--- src/sysctl_defs.svh ---
// Purpose: Offsets, field positions and reset values of the endian and
//          interface configuration registers.
// Assumes: Word registers addressed by byte offset inside the reset block.
// Notes:   Definitions only.
`ifndef SYSCTL_DEFS_SVH
`define SYSCTL_DEFS_SVH

// Register byte offsets
`define OFS_BYTESWAP      8'h0C
`define OFS_NMI           8'h10
`define OFS_REV           8'h14
`define OFS_IF_CTL        8'h18

// Byteswap register: writable bit mask and CPU endian reset default
`define BYTESWAP_MASK     32'h0007_9E78
`define CPU_BIG_END_RST   1'b1

// Byteswap field positions
`define BS_PCI_EP_SWAP    3
`define BS_SDRAM_BIG      4
`define BS_LBUS_SWAP      5
`define BS_ENET_SWAP      6
`define BS_WBUF_MERGE     9
`define BS_CPU_BIG        10
`define BS_PCI_TGT_SWAP   11
`define BS_PCI_TGT_BIG    12
`define BS_FLASH_SWAP     15
`define BS_DRAM_SWAP      16
`define BS_PCI_EXT_SWAP   17
`define BS_MAPREG_SWAP    18

// Interface control fields and NMI trigger bit
`define IF_HOST_BIT       4
`define IF_WIDTH          16
`define NMI_TRIG_BIT      0

// Interface enable values
`define IFEN_NONE         3'h0
`define IFEN_PCI          3'h1
`define IFEN_LBUS         3'h2
`define IFEN_BOTH         3'h3

// Strap values
`define STRAP_PCI_CLIENT  2'h0
`define STRAP_LBUS        2'h1
`define STRAP_RADIO_TEST  2'h2
`define STRAP_PCI_HOST    2'h3

// Peripheral bus timeout length while enabled
`define APB_TIMEOUT_CYC   8192

`endif

--- src/sysctl_pkg.sv ---
// Purpose: Types shared by the endian and interface configuration block.
// Assumes: Field order of the structs matches register bit order.
// Notes:   Byteswap fields are listed from bit 18 down to bit 3.
package sysctl_pkg;

  // Byteswap and endian controls, one bit per field
  typedef struct packed {
    logic cpu_mapreg_swap;
    logic cpu_pci_ext_swap;
    logic cpu_dram_swap;
    logic cpu_flash_swap;
    logic pci_tgt_big_endian;
    logic pci_tgt_swap;
    logic cpu_big_endian;
    logic wbuf_full_merge;
    logic enet_swap;
    logic lbus_swap;
    logic sdram_big_endian;
    logic pci_ep_swap;
  } swap_ctl_t;

  // Interface control, bits 15 down to 0
  typedef struct packed {
    logic       intr_host_sel;
    logic       apb_timeout_off;
    logic [2:0] apb_obs_sel;
    logic [2:0] ahb_obs_sel;
    logic [1:0] dsl_obs_sel;
    logic       intr_en;
    logic       pci_host;
    logic       lbus_host;
    logic [2:0] if_enable;
  } if_ctl_t;

  // Strap capture sequence after reset
  typedef enum logic [1:0] {
    ST_FILL1,
    ST_FILL2,
    ST_LOAD,
    ST_RUN
  } strap_state_t;

endpackage

--- src/sysctl_cfg.sv ---
// Purpose: Endian, byteswap, NMI, revision and interface control registers.
// Assumes: Register port on mclk; straps are board levels, asynchronous.
// Notes:   Straps pass a two-stage synchroniser before they load fields.
// Function
// - Bit 3 swaps PCI endpoint master data
// - Bit 4 drives SDRAM controller endian
// - Bit 5 swaps local bus master data
// - Bit 6 swaps Ethernet master data
// - Bit 9 selects write buffer merge
// - Bit 10 CPU endian, resets big
// - Bit 11 swaps PCI target master data
// - Bit 12 PCI target bridge endian
// - Bit 15 swaps CPU flash regions
// - Bit 16 swaps CPU DRAM region
// - Bit 17 swaps CPU PCI region
// - Bit 18 swaps CPU register region
// - NMI write one pulses, reads zero
// - Bits 2:0 select enabled interfaces
// - Enable field loads from mode strap
// - Bit 3 local bus host, strap reset
// - Bit 4 PCI host, strap reset; setting it needs availability
// - Bits 5,15 gate PCI interrupt
// - Bits 7:6 select observation source
// - Bits 10:8 system bus observation
// - Bits 13:11 peripheral bus observation
// - Bit 14 disables peripheral timeout

`timescale 1ns/10ps
`include "sysctl_defs.svh"

module sysctl_cfg
  import sysctl_pkg::*;
#(
  parameter logic [3:0] REV_LEVEL = 4'h1, // Arbitrary value
  parameter logic [3:0] VER_LEVEL = 4'h2  // Arbitrary value
) (
  input  wire logic        mclk,
  input  wire logic        rst,
  input  wire logic        reg_wr,
  input  wire logic        reg_rd,
  input  wire logic [7:0]  reg_addr,
  input  wire logic [31:0] reg_wdata,
  output logic [31:0]      reg_rdata,
  output logic             reg_rvalid,
  input  wire logic [1:0]  mode_strap,
  input  wire logic        eeprom_en_strap,
  input  wire logic        pci_available,
  input  wire logic [31:0] global_irq_status,
  input  wire logic [31:0] client_irq_mask,
  input  wire logic [31:0] pci_irq_status,
  input  wire logic [31:0] pci_host_irq_mask,
  input  wire logic [31:0] pci_host_irq_enable,
  output swap_ctl_t        swap_ctl,
  output if_ctl_t          if_ctl,
  output logic             cpu_nmi_pulse,
  output logic             pci_inta_req,
  output logic             apb_timeout_en
);

  ////////////////////////////////////////////////////////////////////////////
  // Decode helpers

  // Address match, shared by write and read paths
  function automatic logic hit(input logic [7:0] a, input logic [7:0] ofs);
    hit = (a == ofs);
  endfunction

  // Strap code to interface enable value
  function automatic logic [2:0] strap_if_enable(input logic [1:0] s);
    if (s == `STRAP_PCI_CLIENT) begin
      strap_if_enable = `IFEN_PCI;
    end else if (s == `STRAP_LBUS) begin
      strap_if_enable = `IFEN_LBUS;
    end else if (s == `STRAP_RADIO_TEST) begin
      strap_if_enable = `IFEN_NONE;
    end else begin
      strap_if_enable = `IFEN_PCI;
    end
  endfunction

  ////////////////////////////////////////////////////////////////////////////
  // Strap synchroniser and capture

  logic [1:0]   mode_meta_r;
  logic [1:0]   mode_sync_r;
  logic         eep_meta_r;
  logic         eep_sync_r;
  strap_state_t strap_st_r;
  strap_state_t strap_st_nxt;
  logic         strap_load;

  // Two flops per strap; first stage is read only by the second
  always_ff @(posedge mclk) begin
    if (rst) begin
      mode_meta_r <= 2'h0;
      mode_sync_r <= 2'h0;
      eep_meta_r  <= 1'b0;
      eep_sync_r  <= 1'b0;
    end else begin
      mode_meta_r <= mode_strap;
      mode_sync_r <= mode_meta_r;
      eep_meta_r  <= eeprom_en_strap;
      eep_sync_r  <= eep_meta_r;
    end
  end

  // Wait for the synchroniser to fill, then load once
  always_comb begin
    case (strap_st_r)
      ST_FILL1: strap_st_nxt = ST_FILL2;
      ST_FILL2: strap_st_nxt = ST_LOAD;
      ST_LOAD:  strap_st_nxt = ST_RUN;
      default:  strap_st_nxt = ST_RUN;
    endcase
  end

  always_ff @(posedge mclk) begin
    if (rst) begin
      strap_st_r <= ST_FILL1;
    end else begin
      strap_st_r <= strap_st_nxt;
    end
  end

  // strap static
  // Straps are sampled once only; a later board change is not followed
  assign strap_load = (strap_st_r == ST_LOAD);

  ////////////////////////////////////////////////////////////////////////////
  // Write decode

  logic wr_bs;
  logic wr_nmi;
  logic wr_if;

  always_comb begin
    wr_bs  = 1'b0;
    wr_nmi = 1'b0;
    wr_if  = 1'b0;
    if (reg_wr && hit(reg_addr, `OFS_BYTESWAP)) begin
      wr_bs = 1'b1;
    end else if (reg_wr && hit(reg_addr, `OFS_NMI)) begin
      wr_nmi = 1'b1;
    end else if (reg_wr && hit(reg_addr, `OFS_IF_CTL)) begin
      wr_if = 1'b1;
    end
  end

  ////////////////////////////////////////////////////////////////////////////
  // Byteswap and endian register

  logic [31:0] bs_r;
  logic [31:0] bs_rst_val;

  // endian default
  // Fields that follow the CPU endian default take bit 10's reset value
  always_comb begin
    bs_rst_val = 32'h0000_0000;
    bs_rst_val[`BS_PCI_EP_SWAP] = `CPU_BIG_END_RST;
    bs_rst_val[`BS_LBUS_SWAP]   = `CPU_BIG_END_RST;
    bs_rst_val[`BS_ENET_SWAP]   = `CPU_BIG_END_RST;
    bs_rst_val[`BS_CPU_BIG]     = `CPU_BIG_END_RST;
    bs_rst_val[`BS_FLASH_SWAP]  = `CPU_BIG_END_RST;
  end

  // reserved masked
  // Only documented bits are stored; the rest stay zero
  always_ff @(posedge mclk) begin
    if (rst) begin
      bs_r <= bs_rst_val;
    end else if (wr_bs) begin
      bs_r <= reg_wdata & `BYTESWAP_MASK;
    end
  end

  assign swap_ctl.pci_ep_swap        = bs_r[`BS_PCI_EP_SWAP];
  assign swap_ctl.sdram_big_endian   = bs_r[`BS_SDRAM_BIG];
  assign swap_ctl.lbus_swap          = bs_r[`BS_LBUS_SWAP];
  assign swap_ctl.enet_swap          = bs_r[`BS_ENET_SWAP];
  assign swap_ctl.wbuf_full_merge    = bs_r[`BS_WBUF_MERGE];
  assign swap_ctl.cpu_big_endian     = bs_r[`BS_CPU_BIG];
  assign swap_ctl.pci_tgt_swap       = bs_r[`BS_PCI_TGT_SWAP];
  assign swap_ctl.pci_tgt_big_endian = bs_r[`BS_PCI_TGT_BIG];
  assign swap_ctl.cpu_flash_swap     = bs_r[`BS_FLASH_SWAP];
  assign swap_ctl.cpu_dram_swap      = bs_r[`BS_DRAM_SWAP];
  assign swap_ctl.cpu_pci_ext_swap   = bs_r[`BS_PCI_EXT_SWAP];
  assign swap_ctl.cpu_mapreg_swap    = bs_r[`BS_MAPREG_SWAP];

  ////////////////////////////////////////////////////////////////////////////
  // NMI pulse

  // NMI pulse
  // One cycle per write of one; a write of zero does nothing
  always_ff @(posedge mclk) begin
    if (rst) begin
      cpu_nmi_pulse <= 1'b0;
    end else begin
      cpu_nmi_pulse <= wr_nmi & reg_wdata[`NMI_TRIG_BIT];
    end
  end

  ////////////////////////////////////////////////////////////////////////////
  // Interface control register

  if_ctl_t if_r;
  if_ctl_t if_wr;

  // host guarded
  // A written one only lands in the host bit while PCI is available
  always_comb begin
    if_wr = if_ctl_t'(reg_wdata[`IF_WIDTH-1:0]);
    if (reg_wdata[`IF_HOST_BIT] && !pci_available) begin
      if_wr.pci_host = if_r.pci_host;
    end
  end

  // Strap load wins over a write landing in the same cycle
  always_ff @(posedge mclk) begin
    if (rst) begin
      if_r <= '0;
    end else if (strap_load) begin
      if_r.if_enable <= strap_if_enable(mode_sync_r);
      if_r.lbus_host <= eep_sync_r;
      if_r.pci_host  <= mode_sync_r[1] & mode_sync_r[0];
    end else if (wr_if) begin
      // enable field
      // Reserved codes 4 to 7 are stored; users treat them as none
      // DSL observation select
      if_r <= if_wr;
    end
  end

  assign if_ctl = if_r;

  // timeout enable
  // The peripheral bus times out after APB_TIMEOUT_CYC while enabled
  assign apb_timeout_en = ~if_r.apb_timeout_off;

  ////////////////////////////////////////////////////////////////////////////
  // PCI interrupt gating

  logic client_irq;
  logic host_irq;

  assign client_irq = |(global_irq_status & client_irq_mask);
  assign host_irq   = (|(pci_irq_status & pci_host_irq_mask))
                      & (|pci_host_irq_enable);

  // interrupt gate
  // Registered so the pin never glitches on mixed input edges
  always_ff @(posedge mclk) begin
    if (rst) begin
      pci_inta_req <= 1'b0;
    end else if (!if_r.intr_en) begin
      pci_inta_req <= 1'b0;
    end else if (if_r.intr_host_sel) begin
      pci_inta_req <= host_irq;
    end else begin
      pci_inta_req <= client_irq;
    end
  end

  ////////////////////////////////////////////////////////////////////////////
  // Read path

  logic [31:0] rd_mux;

  always_comb begin
    rd_mux = 32'h0000_0000;
    if (hit(reg_addr, `OFS_BYTESWAP)) begin
      rd_mux = bs_r;
    end else if (hit(reg_addr, `OFS_REV)) begin
      rd_mux = {24'h00_0000, VER_LEVEL, REV_LEVEL};
    end else if (hit(reg_addr, `OFS_IF_CTL)) begin
      rd_mux = {16'h0000, if_r};
    end
  end

  // Data one cycle after the read strobe; unmapped reads return zero
  always_ff @(posedge mclk) begin
    if (rst) begin
      reg_rdata  <= 32'h0000_0000;
      reg_rvalid <= 1'b0;
    end else begin
      reg_rdata  <= reg_rd ? rd_mux : 32'h0000_0000;
      reg_rvalid <= reg_rd;
    end
  end
endmodule

--- config.mk ---
export PLATFORM = sky130hd
export DESIGN_NAME = sysctl_cfg
export DESIGN_NICKNAME = d
export VERILOG_FILES = /design/src/sysctl_pkg.sv /design/src/sysctl_cfg.sv
export VERILOG_INCLUDE_DIRS = /design/src
export SDC_FILE = /design/constraint.sdc
export NUM_CORES = 1
export LEC_CHECK = 0
export BUFFER_PORTS_ARGS = -buffer_cell sky130_fd_sc_hd__buf_2
export CORE_AREA = 2 2 107 109
export DETAILED_ROUTE_END_ITERATION = 8
export DIE_AREA = 0 0 109 111
export PLACE_DENSITY_LB_ADDON = 0.05
export SETUP_SLACK_MARGIN = 0.3
export SKIP_LAST_GASP = 1
export SYNTH_ARGS = -nofsm -noshare
export SYNTH_HDL_FRONTEND = slang
export SYNTH_SLANG_ARGS = --single-unit
--- constraint.sdc ---
create_clock -name mclk -period 1.3 [get_ports mclk]
set_input_delay 0.195 -clock mclk [delete_from_list [all_inputs] [get_ports mclk]]
set_output_delay 0.195 -clock mclk [all_outputs]
set_load 0.01 [all_outputs]
==> impl_results.md, run 1 <==
* Outcome: completed
* Die area at 12100 sq um
* Post-layout power at 0.00484 W
* DR WL/cell at 16.5 um
* CP max FO at 6
* Worst Setup End Kind: flop
* Hold Crit Class: in2reg
* Total wire length at 11.2 mm
* Leak at 2.35 nW
* Synth Instances at 257
* Fin crit share at 86.8%
* Final Setup Violations at 0
* Mapped Area at 2520 sq um
* Filler Cells Inserted at 1167
* Fin Hold WS at 0.0762 ns
* DR DRC count at 0
* Total track usage at 17.9%
* CP startpoint kind: flop
* Site Rows at 39
* Unique masters post-synth at 38
* Antenna Violating Nets Remaining at 0
* Synth Area in Compound Gates at 16.9%
* Post-Synth Adder-Cell Area at 0.992%
* Vias in the first global route at 3019
* Delay-heaviest family, CP: simple AND/OR/NAND/NOR gates
* Pwr Density at 1030 nW/um^2
* DR vias/cell at 4.45
* Initial Utilization at 22.8%
* RSZ-0062 raised after global routing: true
* Simple-gate share of the synthesized area at 19.5%
* Placed cells at 649
* Crit-path slowest cell: dfxtp_2
* XOR/XNOR share of the synthesized area at 0%
* Port Buffer Count at 245
* Reg area at 1200 sq um
* Fin. Hold Viols at 0
* Share of layout cells above drive strength 1 at 63.7%
* Initial antenna violation count at 0
* Num CTS Buffers at 9
* Yosys reg bits at 58
* Setup CP Type: reg2reg
* CP required at 1.51 ns
* Main combinational cell family by area after synthesis: simple AND/OR/NAND/NOR gates
* Sequential fraction of the synthesis area at 46.0%
* Clk root buf: clkbuf_16
* Tmin final at 1.13 ns
* Clk Latency, worst-skew pair at 0.32 ns
* Final max-slew violation count at 0
* CP peak stage delay at 0.33 ns
* Avg Inst Size Synth at 9.82 sq um
* Buf/Inv on CP at 0
* Iter 0 DRT Violations at 72
* Worst-path clk slew at 0.05 ns
* Largest net degree at the start of global routing at 40
* Non-Filler Instances at 677
* CTS tree: done
* Post-route setup TNS at 0 ns
* Area Growth Syn to Fin at 86.8%
* Ant. Diodes at 0
* Placer Congestion at 0.882
* CTS H-Tree Depth at 3
* Final core occ at 42.6%
* Num ports at 272
* Worst Clk Skew at 0.00395 ns
* First-pass GRT wire length at 16.0 mm
* Multiplexer share of the synthesized area at 8.73%
* R2r setup slk at 0.17 ns
* Max VDD drop at 0.000576 V
* Core ar. at 11100 sq um
* Post-CTS Hold Buffers at 0
* Clock buffer depth at 2
* Yosys warns at 0
* Vias post-DR at 3014
* Final HPWL DP at 8.72 mm
* Arr. time, crit path at 1.33 ns
* Clk sink count at 58
* Max-cap violations at 0
* Layout net count at 739
* Area of the multi-input gates at 1330 sq um
* Die width at 109 um
* Crit-path cells: or2b_4 > and2_4 > mux2i_1 > nor2_1
* DRT Pass-1 Iters at 4
* Overflow after GRT at 0
* Max Clk Rate at 886 MHz
* Die height at 111 um
layout make-up:
type / count / share of cell area [%]
Clock buffer: 12 / 5.65
Clock inverter: 4 / 1.04
Inverter: 8 / 0.637
Multi-Input combinational cell: 183 / 28.2
Sequential cell: 58 / 25.5
Tap cell: 143 / 3.80
Timing Repair Buffer: 269 / 35.1
per-layer routing:
metal  part of all wire [%]  global-route usage [%]  vias up
li1                       -                       -     1476
met1                     43                    22.1     1379
met2                     47                    28.6      140
met3                    8.4                    7.00       19
met4                    1.8                    5.13        0
met5                      0                       0        -
cells in the final DEF, fill, tap and decap left out, types with 9 or more instances in the layout:
master     instances
mux2i_1           21
dfxtp_2           27
clkbuf_16         11
buf_2            219
buf_6             28
and2_1             9
dfxtp_1           29
a22oi_1           24
buf_4             16
conb_1            13
nand4_1            9
a22o_1             9
nor2_1            30
synthesized netlist by cell type:
library cell | n | area, sq um
a211o_1 | 5 | 43.8
a211oi_1 | 3 | 22.5
a21oi_1 | 5 | 25.0
a221oi_1 | 2 | 17.5
a222oi_1 | 1 | 10.0
a22o_1 | 9 | 78.8
a22oi_1 | 28 | 210
and2_1 | 9 | 56.3
and2_4 | 1 | 8.76
and2b_1 | 1 | 7.51
and3_1 | 2 | 12.5
and3b_1 | 1 | 8.76
and4_1 | 1 | 8.76
buf_12 | 1 | 20.0
buf_2 | 2 | 10.0
buf_4 | 13 | 97.6
buf_6 | 2 | 22.5
clkbuf_1 | 4 | 15.0
conb_1 | 1 | 3.75
dfxtp_1 | 58 | 1160
ha_1 | 2 | 25.0
inv_1 | 8 | 30.0
mux2i_1 | 22 | 220
nand2_1 | 2 | 7.51
nand2b_1 | 1 | 6.26
nand3_1 | 2 | 10.0
nand3_2 | 1 | 10.0
nand3b_1 | 2 | 15.0
nand4_1 | 9 | 56.3
nor2_1 | 31 | 116
nor2b_1 | 11 | 68.8
nor3_1 | 2 | 10.0
nor3_4 | 1 | 16.3
nor4_1 | 9 | 56.3
o21ai_0 | 2 | 10.0
o41ai_1 | 1 | 8.76
or2b_2 | 1 | 8.76
or4_1 | 1 | 7.51
report_power, final:
part | leakage, nW | switching, W | internal [W] | total, W
sequential | 0.479 | 0.0000153 | 0.00180 | 0.00182
clock | 0.159 | 0.000801 | 0.00163 | 0.00243
combinational | 1.71 | 0.000245 | 0.000338 | 0.000584
total | 2.35 | 0.00106 | 0.00378 | 0.00484
worst register-to-register path, delay by kind of cell (launching register included):
kind	cells	cell delay [ns]
DFF	1	0.33
muxes	1	0.16
and+or+nand+nor	3	0.53
timing repair:
item                                    CTS  global route
gates resized for setup                  55            29
setup buffers                             5             3
pin swaps                                14            14
gates cloned                              2             2
endpoints found under the setup margin   61            70
worst paths after layout:
check | from | to | depth (start not counted)
worst max-delay path | strap_st_r[1] | if_ctl[13] | 4
worst min-delay path | mode_strap[1] | mode_meta_r[1] | 2
worst max register to register | strap_st_r[1] | if_ctl[13] | 4
worst min register to register | mode_meta_r[1] | mode_sync_r[1] | 1
cell families (layout without fill, tap and decap cells):
kind of cell	count (synthesis)	after routing
simple gates	88	90
compound gates	56	56
other cells	1	13
flops	58	58
buf+inv	30	293
fa+ha+maj	2	2
mux	22	22
flip-flops by register name, indices dropped and copies added, names as in the netlist, 2 cells and up:
register and count:
bs_r 12, if_ctl 16, mode_meta_r 2, mode_sync_r 2, reg_rdata 19, strap_st_r 2
through the flow:
stage | cell area, sq um | setup WS (ns)
after floorplan | 2600 | -0.0440
after global placement | 3970 | -0.234
after detailed placement | 3970 | -0.209
after CTS | 4500 | 0.163
after global routing | 4710 | 0.101
final | 4710 | 0.172
No activity file was read; power rests on OpenSTA's default activity.
==> run 2: changes to the inputs <==
--- a/config.mk
+++ b/config.mk
@@ -6,10 +6,13 @@
 export SDC_FILE = /design/constraint.sdc
 export NUM_CORES = 1
 export LEC_CHECK = 0
+export ABC_AREA = 1
 export BUFFER_PORTS_ARGS = -buffer_cell sky130_fd_sc_hd__buf_2
-export CORE_AREA = 2 2 107 109
+export CORE_ASPECT_RATIO = 0.6
+export CORE_MARGIN = 1.5
+export CORE_UTILIZATION = 30
 export DETAILED_ROUTE_END_ITERATION = 8
-export DIE_AREA = 0 0 109 111
+export HOLD_SLACK_MARGIN = 0.06
 export PLACE_DENSITY_LB_ADDON = 0.05
 export SETUP_SLACK_MARGIN = 0.3
 export SKIP_LAST_GASP = 1
==> run 2 against run 1 <==
Effect of this change: clock skew about the same; routed wire length shrank 4.3%; critical path depth up 3; first-iteration DRC count grew 140%; sequential share of layout area down 1.1 points; via count grew 19%; power is 1.8% higher; critical path type unchanged; largest power group unchanged.
==> impl_results.md, run 2 <==
* Worst Clk Skew at 0.00375 ns
* Flop pwr share at 37.0%
* Clock buffer depth at 2
* Final core occ at 54.3%
* Power Internal at 0.00385 W
* Reg2reg end: if_ctl[13]
* Top reg by flops: reg_rdata
* Fin. Hold Viols at 0
* XOR/XNOR share of the synthesized area at 0%
* Initial Utilization at 30.8%
* Post-synth top flop: dfxtp_1
* CP required at 1.56 ns
* Antenna Violating Nets Remaining at 0
* Final Setup Violations at 0
* CTS tree: done
* Hold Crit Class: in2reg
* Overflow after GRT at 0
* Post-route setup TNS at 0 ns
* Top post-synthesis cells by count: nand2_1 (168), nor2_1 (67), dfxtp_1 (58)
* Synth Instances at 430
* CTS H-Tree Depth at 3
* Core ar. at 9160 sq um
* Worst Hold Endpoint: eep_meta_r
* Cell with the most instances after synthesis: nand2_1
* Hold Path Origin: eeprom_en_strap
* Num CTS Buffers at 9
* Port Buffer Count at 245
* Outcome: completed
* Max VDD drop at 0.000634 V
* Initial antenna violation count at 1
* Post-synth EDFFs at 0
* Setup CP Type: reg2reg
* Share of layout cells above drive strength 1 at 50.8%
* Leak at 2.65 nW
* Placer Congestion at 0.835
* R2R Path Start: strap_st_r[1]
* Non-Filler Instances at 841
* Pwr Density at 991 nW/um^2
* Post-CTS Hold Buffers at 0
* Multiplexer share of the synthesized area at 0%
* Die width at 128 um
* Clk Latency, worst-skew pair at 0.32 ns
* Die area at 9990 sq um
* CP startpoint: strap_st_r[1]
* Sw frac at 21.9%
* Synth Area in Compound Gates at 7.73%
* FFs w/ async S/R, synth at 0%
* Worst Setup End Kind: flop
* First-pass GRT wire length at 16.4 mm
* DRT Pass-1 Iters at 4
* Clk sink count at 58
* Max Clk Rate at 957 MHz
* Vias in the first global route at 3496
* Main combinational cell family by area after synthesis: simple AND/OR/NAND/NOR gates
* DR WL/cell at 12.7 um
* Final max-slew violation count at 0
* Top cell type's share of synthesized area at 41.2%
* Worst reg-to-reg path cell count at 7
* Largest register FFs at 19
* Arr. time, crit path at 1.30 ns
* Die height at 78.0 um
* Sequential fraction of the synthesis area at 41.2%
* Comb pwr share at 13.2%
* Placed cells at 809
* R2r setup slk at 0.26 ns
* Worst-path clk slew at 0.05 ns
* Area contributors post-synth: dfxtp_1 (41%), nand2_1 (22%), nor2_1 (8.9%), inv_1 (4.8%), a21oi_1 (4.6%)
* Unique masters post-synth at 26
* Tmin final at 1.04 ns
* Num ports at 272
* Max-cap violations at 0
* Final HPWL DP at 8.50 mm
* Layout net count at 917
* RSZ-0062 raised after global routing: true
* Mapped Area at 2820 sq um
* Total wire length at 10.7 mm
* Yosys reg bits at 58
* Dominant cell type by area after synthesis: dfxtp_1
* CP startpoint kind: flop
* DR vias/cell at 4.26
* Post-Synth Adder-Cell Area at 0.889%
* Fin crit share at 80.3%
* Commonest non-fill, non-tap cell in the layout: buf_2
* Hold path depth at 3
* CP max FO at 6
* Largest net degree at the start of global routing at 24
* Yosys warns at 0
* Clk network pwr share at 49.8%
* Iter 0 DRT Violations at 170
* DR DRC count at 0
* Avg Inst Size Synth at 6.55 sq um
* Clk root buf: clkbuf_16
* Vias post-DR at 3582
* Area Growth Syn to Fin at 76.6%
* Most frequent cells in the layout: buf_2 (223), nand2_1 (156), nor2_1 (66)
* Simple-gate share of the synthesized area at 39.6%
* Site Rows at 27
* Net switching power at 0.00108 W
* Total track usage at 21.4%
-- run 2: critical path: stages, from the launching register on --
cell	delay (ns)
dfxtp_2	0.33
inv_2	0.05
nor2_4	0.10
inv_4	0.06
nand3_4	0.13
buf_8	0.15
nand2_2	0.06
a21oi_2	0.10
-- run 2: layer usage --
metal | routed length, um | global-route usage (%)
met2 | 4730 | 34.0
met5 | 0 | 0
met1 | 5010 | 27.9
met3 | 822 | 6.75
met4 | 151 | 6.63
-- run 2: kinds of logic (layout without fill, tap and decap cells) --
group	Yosys count	count (layout)
simple gates	269	269
buf+inv	59	327
flops	58	58
compound gates	41	41
fa+ha+maj	2	2
other cells	1	14
-- run 2: area by class of cell --
type	count	area (sq um)
well taps	130	163
clock inverters	3	65.1
repair buffers	275	1620
flip-flops and latches	58	1210
multi-input cells	325	1510
inverters	38	155
diodes	1	2.50
fillers	936	4180
clock buffers	11	243
-- run 2: repair_timing --
item,CTS,global route
setup endpoints to repair,40,55
pin swaps,13,5
gates cloned,1,0
resized for setup,54,41
buffers inserted,8,8
-- run 2: how the worst max path moves through the flow --
stage and to:
2_1_floorplan if_ctl[14], 3_3_place_gp if_ctl[4], 3_5_place_dp if_ctl[7], 4_1_cts if_ctl[11], 5_1_grt if_ctl[7], 6_report if_ctl[13]
-- run 2: metrics by stage --
stage	power (W)	hold WS [ns]	setup slack [ns]	instance area, sq um
4_1_cts	0.00496	0.0632	0.243	4760
3_3_place_gp	0.00246	0.403	0.0292	4240
6_report	0.00493	0.0709	0.255	4970
2_1_floorplan	0.00212	0.264	0.253	2900
3_5_place_dp	0.00247	0.402	0.00551	4240
5_1_grt	0.00515	0.0787	0.185	4970
-- run 2: power groups by stage --
| stage | Sequential [W] | Combinational (W) | Clock, W |
|---|---|---|---|
| CTS | 0.00183 | 0.000640 | 0.00250 |
| finish | 0.00182 | 0.000650 | 0.00245 |
| detailed placement | 0.00186 | 0.000606 | 0 |
| global placement | 0.00186 | 0.000599 | 0 |
| global route | 0.00182 | 0.000733 | 0.00259 |
| floorplan | 0.00187 | 0.000254 | 0 |
==> run 3: changes to the inputs <==
==> constraint.sdc (replaced) <==
create_clock -name mclk -period 1.1 [get_ports mclk]
set_input_delay 0.165 -clock mclk [delete_from_list [all_inputs] [get_ports mclk]]
set_output_delay 0.165 -clock mclk [all_outputs]
set_load 0.01 [all_outputs]
==> run 3 against run 2 <==
Effect of this change: clock skew is 0.0057 ns higher; clock-buffer cell count rose by 3; routed wire length up 9.5%; non-clock buffer count up 31; combinational power rose by 34%; the flow now finishes with violations (setup timing); largest power group unchanged.
==> impl_results.md, run 3 (synthesis results as in run 2) <==
* DR DRC count at 0
* Outcome: finished with violations
* Iter 0 DRT Violations at 153
* Final HPWL DP at 8.65 mm
* Crit-path cells: inv_2 > nor2_4 > inv_4 > nand3_4 > clkinvlp_4 > nand2_1 > a21oi_1
* Port Buffer Count at 245
* Placed inst area at 4310 sq um
* Placed cells at 817
* First-pass GRT wire length at 17.5 mm
* Die area at 9990 sq um
* Total wire length at 11.7 mm
* CP max FO at 5
* Initial Utilization at 30.8%
* Worst Setup End Kind: flop
* Crit path setup slack, layout at -0.0242 ns
* Clock buffer depth at 2
* Antenna Violating Nets Remaining at 0
* Commonest non-fill, non-tap cell in the layout: buf_2
* RSZ-0062 raised after global routing: true
* CP required at 1.30 ns
* Layout net count at 951
* Final Setup Violations at 5
* Leak at 2.96 nW
* Pwr Density at 988 nW/um^2
* Non-Filler Instances at 876
* Fin crit share at 102%
* Worst-path clk slew at 0.05 ns
* Share of layout cells above drive strength 1 at 58.2%
* Top reg by flops: reg_rdata
* Site Rows at 27
* Initial antenna violation count at 0
* Num CTS Buffers at 9
* Largest register FFs at 19
* Most frequent cells in the layout: buf_2 (204), nand2_1 (145), nor2_1 (60)
* Worst Clk Skew at 0.00942 ns
* Overflow after GRT at 0
* Max Clk Rate at 890 MHz
* Final max-slew violation count at 0
* Placer Congestion at 0.792
* Die height at 78.0 um
* Filler Cells Inserted at 829
* Total track usage at 23.0%
* CTS tree: done
* Max-cap violations at 0
* Max VDD drop at 0.000956 V
* Fin. Hold Viols at 0
* Core ar. at 9160 sq um
* Area Growth Syn to Fin at 102%
* Clk root buf: clkbuf_16
* Vias in the first global route at 3656
* DR vias/cell at 4.33
* Largest net degree at the start of global routing at 24
* Setup CP Type: reg2reg
* Ant. Diodes at 0
* Vias post-DR at 3794
* Tmin final at 1.12 ns
* DRT Pass-1 Iters at 4
* Fin area at 5680 sq um
* Failing checks: setup timing
* DR WL/cell at 13.4 um
* Clk Latency, worst-skew pair at 0.33 ns
* CP startpoint kind: flop
* Clk sink count at 58
* Crit-path slowest cell: dfxtp_2
* Arr. time, crit path at 1.32 ns
* CP peak stage delay at 0.33 ns
* CTS H-Tree Depth at 3
* Post-layout power at 0.00561 W
* Hold Crit Class: in2reg
* Num ports at 272
* Die width at 128 um
==> run 3: cell types whose count changed in the layout (fill, tap and decap cells not counted), moves of 6 or more <==
cell | before | now
buf_2 | 223 | 204
o21ai_2 | 0 | 7
nand2_4 | 3 | 11
nand2_1 | 156 | 145
dfxtp_2 | 22 | 32
o21ai_0 | 8 | 1
nor2_1 | 66 | 60
buf_4 | 25 | 38
dfxtp_1 | 30 | 19
buf_6 | 25 | 55
==> run 3: cell type report <==
type	instances	area, sq um	area share, %
Timing Repair Buffer	306	2060	36.3
Multi-Input combinational cell	327	1770	31.1
Sequential cell	58	1230	21.6
Clock buffer	14	274	4.82
Inverter	38	173	3.04
Tap cell	130	163	2.86
Clock inverter	2	10.0	0.176
Timing Repair inverter	1	7.51	0.132
==> run 3: path summary, 6_finish.rpt <==
kind	start	end	slack, ns	cells after the start
min	reg_wdata[8]	if_ctl[8]	0.08	3
max	strap_st_r[1]	if_ctl[5]	-0.02	7
max reg2reg	strap_st_r[1]	if_ctl[5]	-0.02	7
min reg2reg	eep_meta_r	eep_sync_r	0.40	2
==> run 3: through the flow <==
| stage | TNS (ns) | utilization [%] | hold slack [ns] | worst slack, ns |
|---|---|---|---|---|
| finish | -0.0566 | 62.1 | 0.0779 | -0.0242 |
| floorplan | 0 | - | 0.234 | 0.0567 |
| global route | -0.873 | 62.1 | 0.0822 | -0.102 |
| CTS | -0.000447 | 58.2 | 0.0616 | -0.000447 |
| global placement | -6.37 | 47.0 | 0.368 | -0.207 |
| detailed placement | -8.69 | 47.0 | 0.375 | -0.270 |
==> run 3: repair_timing <==
action | CTS | global route
endpoints found under the setup margin | 99 | 100
pin swaps | 22 | 23
endpoints found under the hold margin | 3 | 0
gates cloned | 3 | 0
resized for setup | 124 | 72
hold buffers | 3 | 0
setup buffers | 27 | 10
==> run 3: critical path, delay by kind of cell (launching register included) <==
family	cells	cell delay [ns]
DFF	1	0.33
AOI/OAI and AO/OA	1	0.06
and+or+nand+nor	3	0.34
buffers and inverters	3	0.27
==> run 3: where the power goes <==
group | internal [W] | switching, W
Clock | 0.00170 | 0.000903
Combinational | 0.000460 | 0.000408
Sequential | 0.00212 | 0.0000213
==> run 3: routing by layer <==
layer	global-route usage, %	up-vias	wire [um]
met5	0	-	0
met4	7.30	0	197
met3	7.57	24	831
met2	38.2	144	5500
met1	28.3	1694	5210
li1	-	1932	-
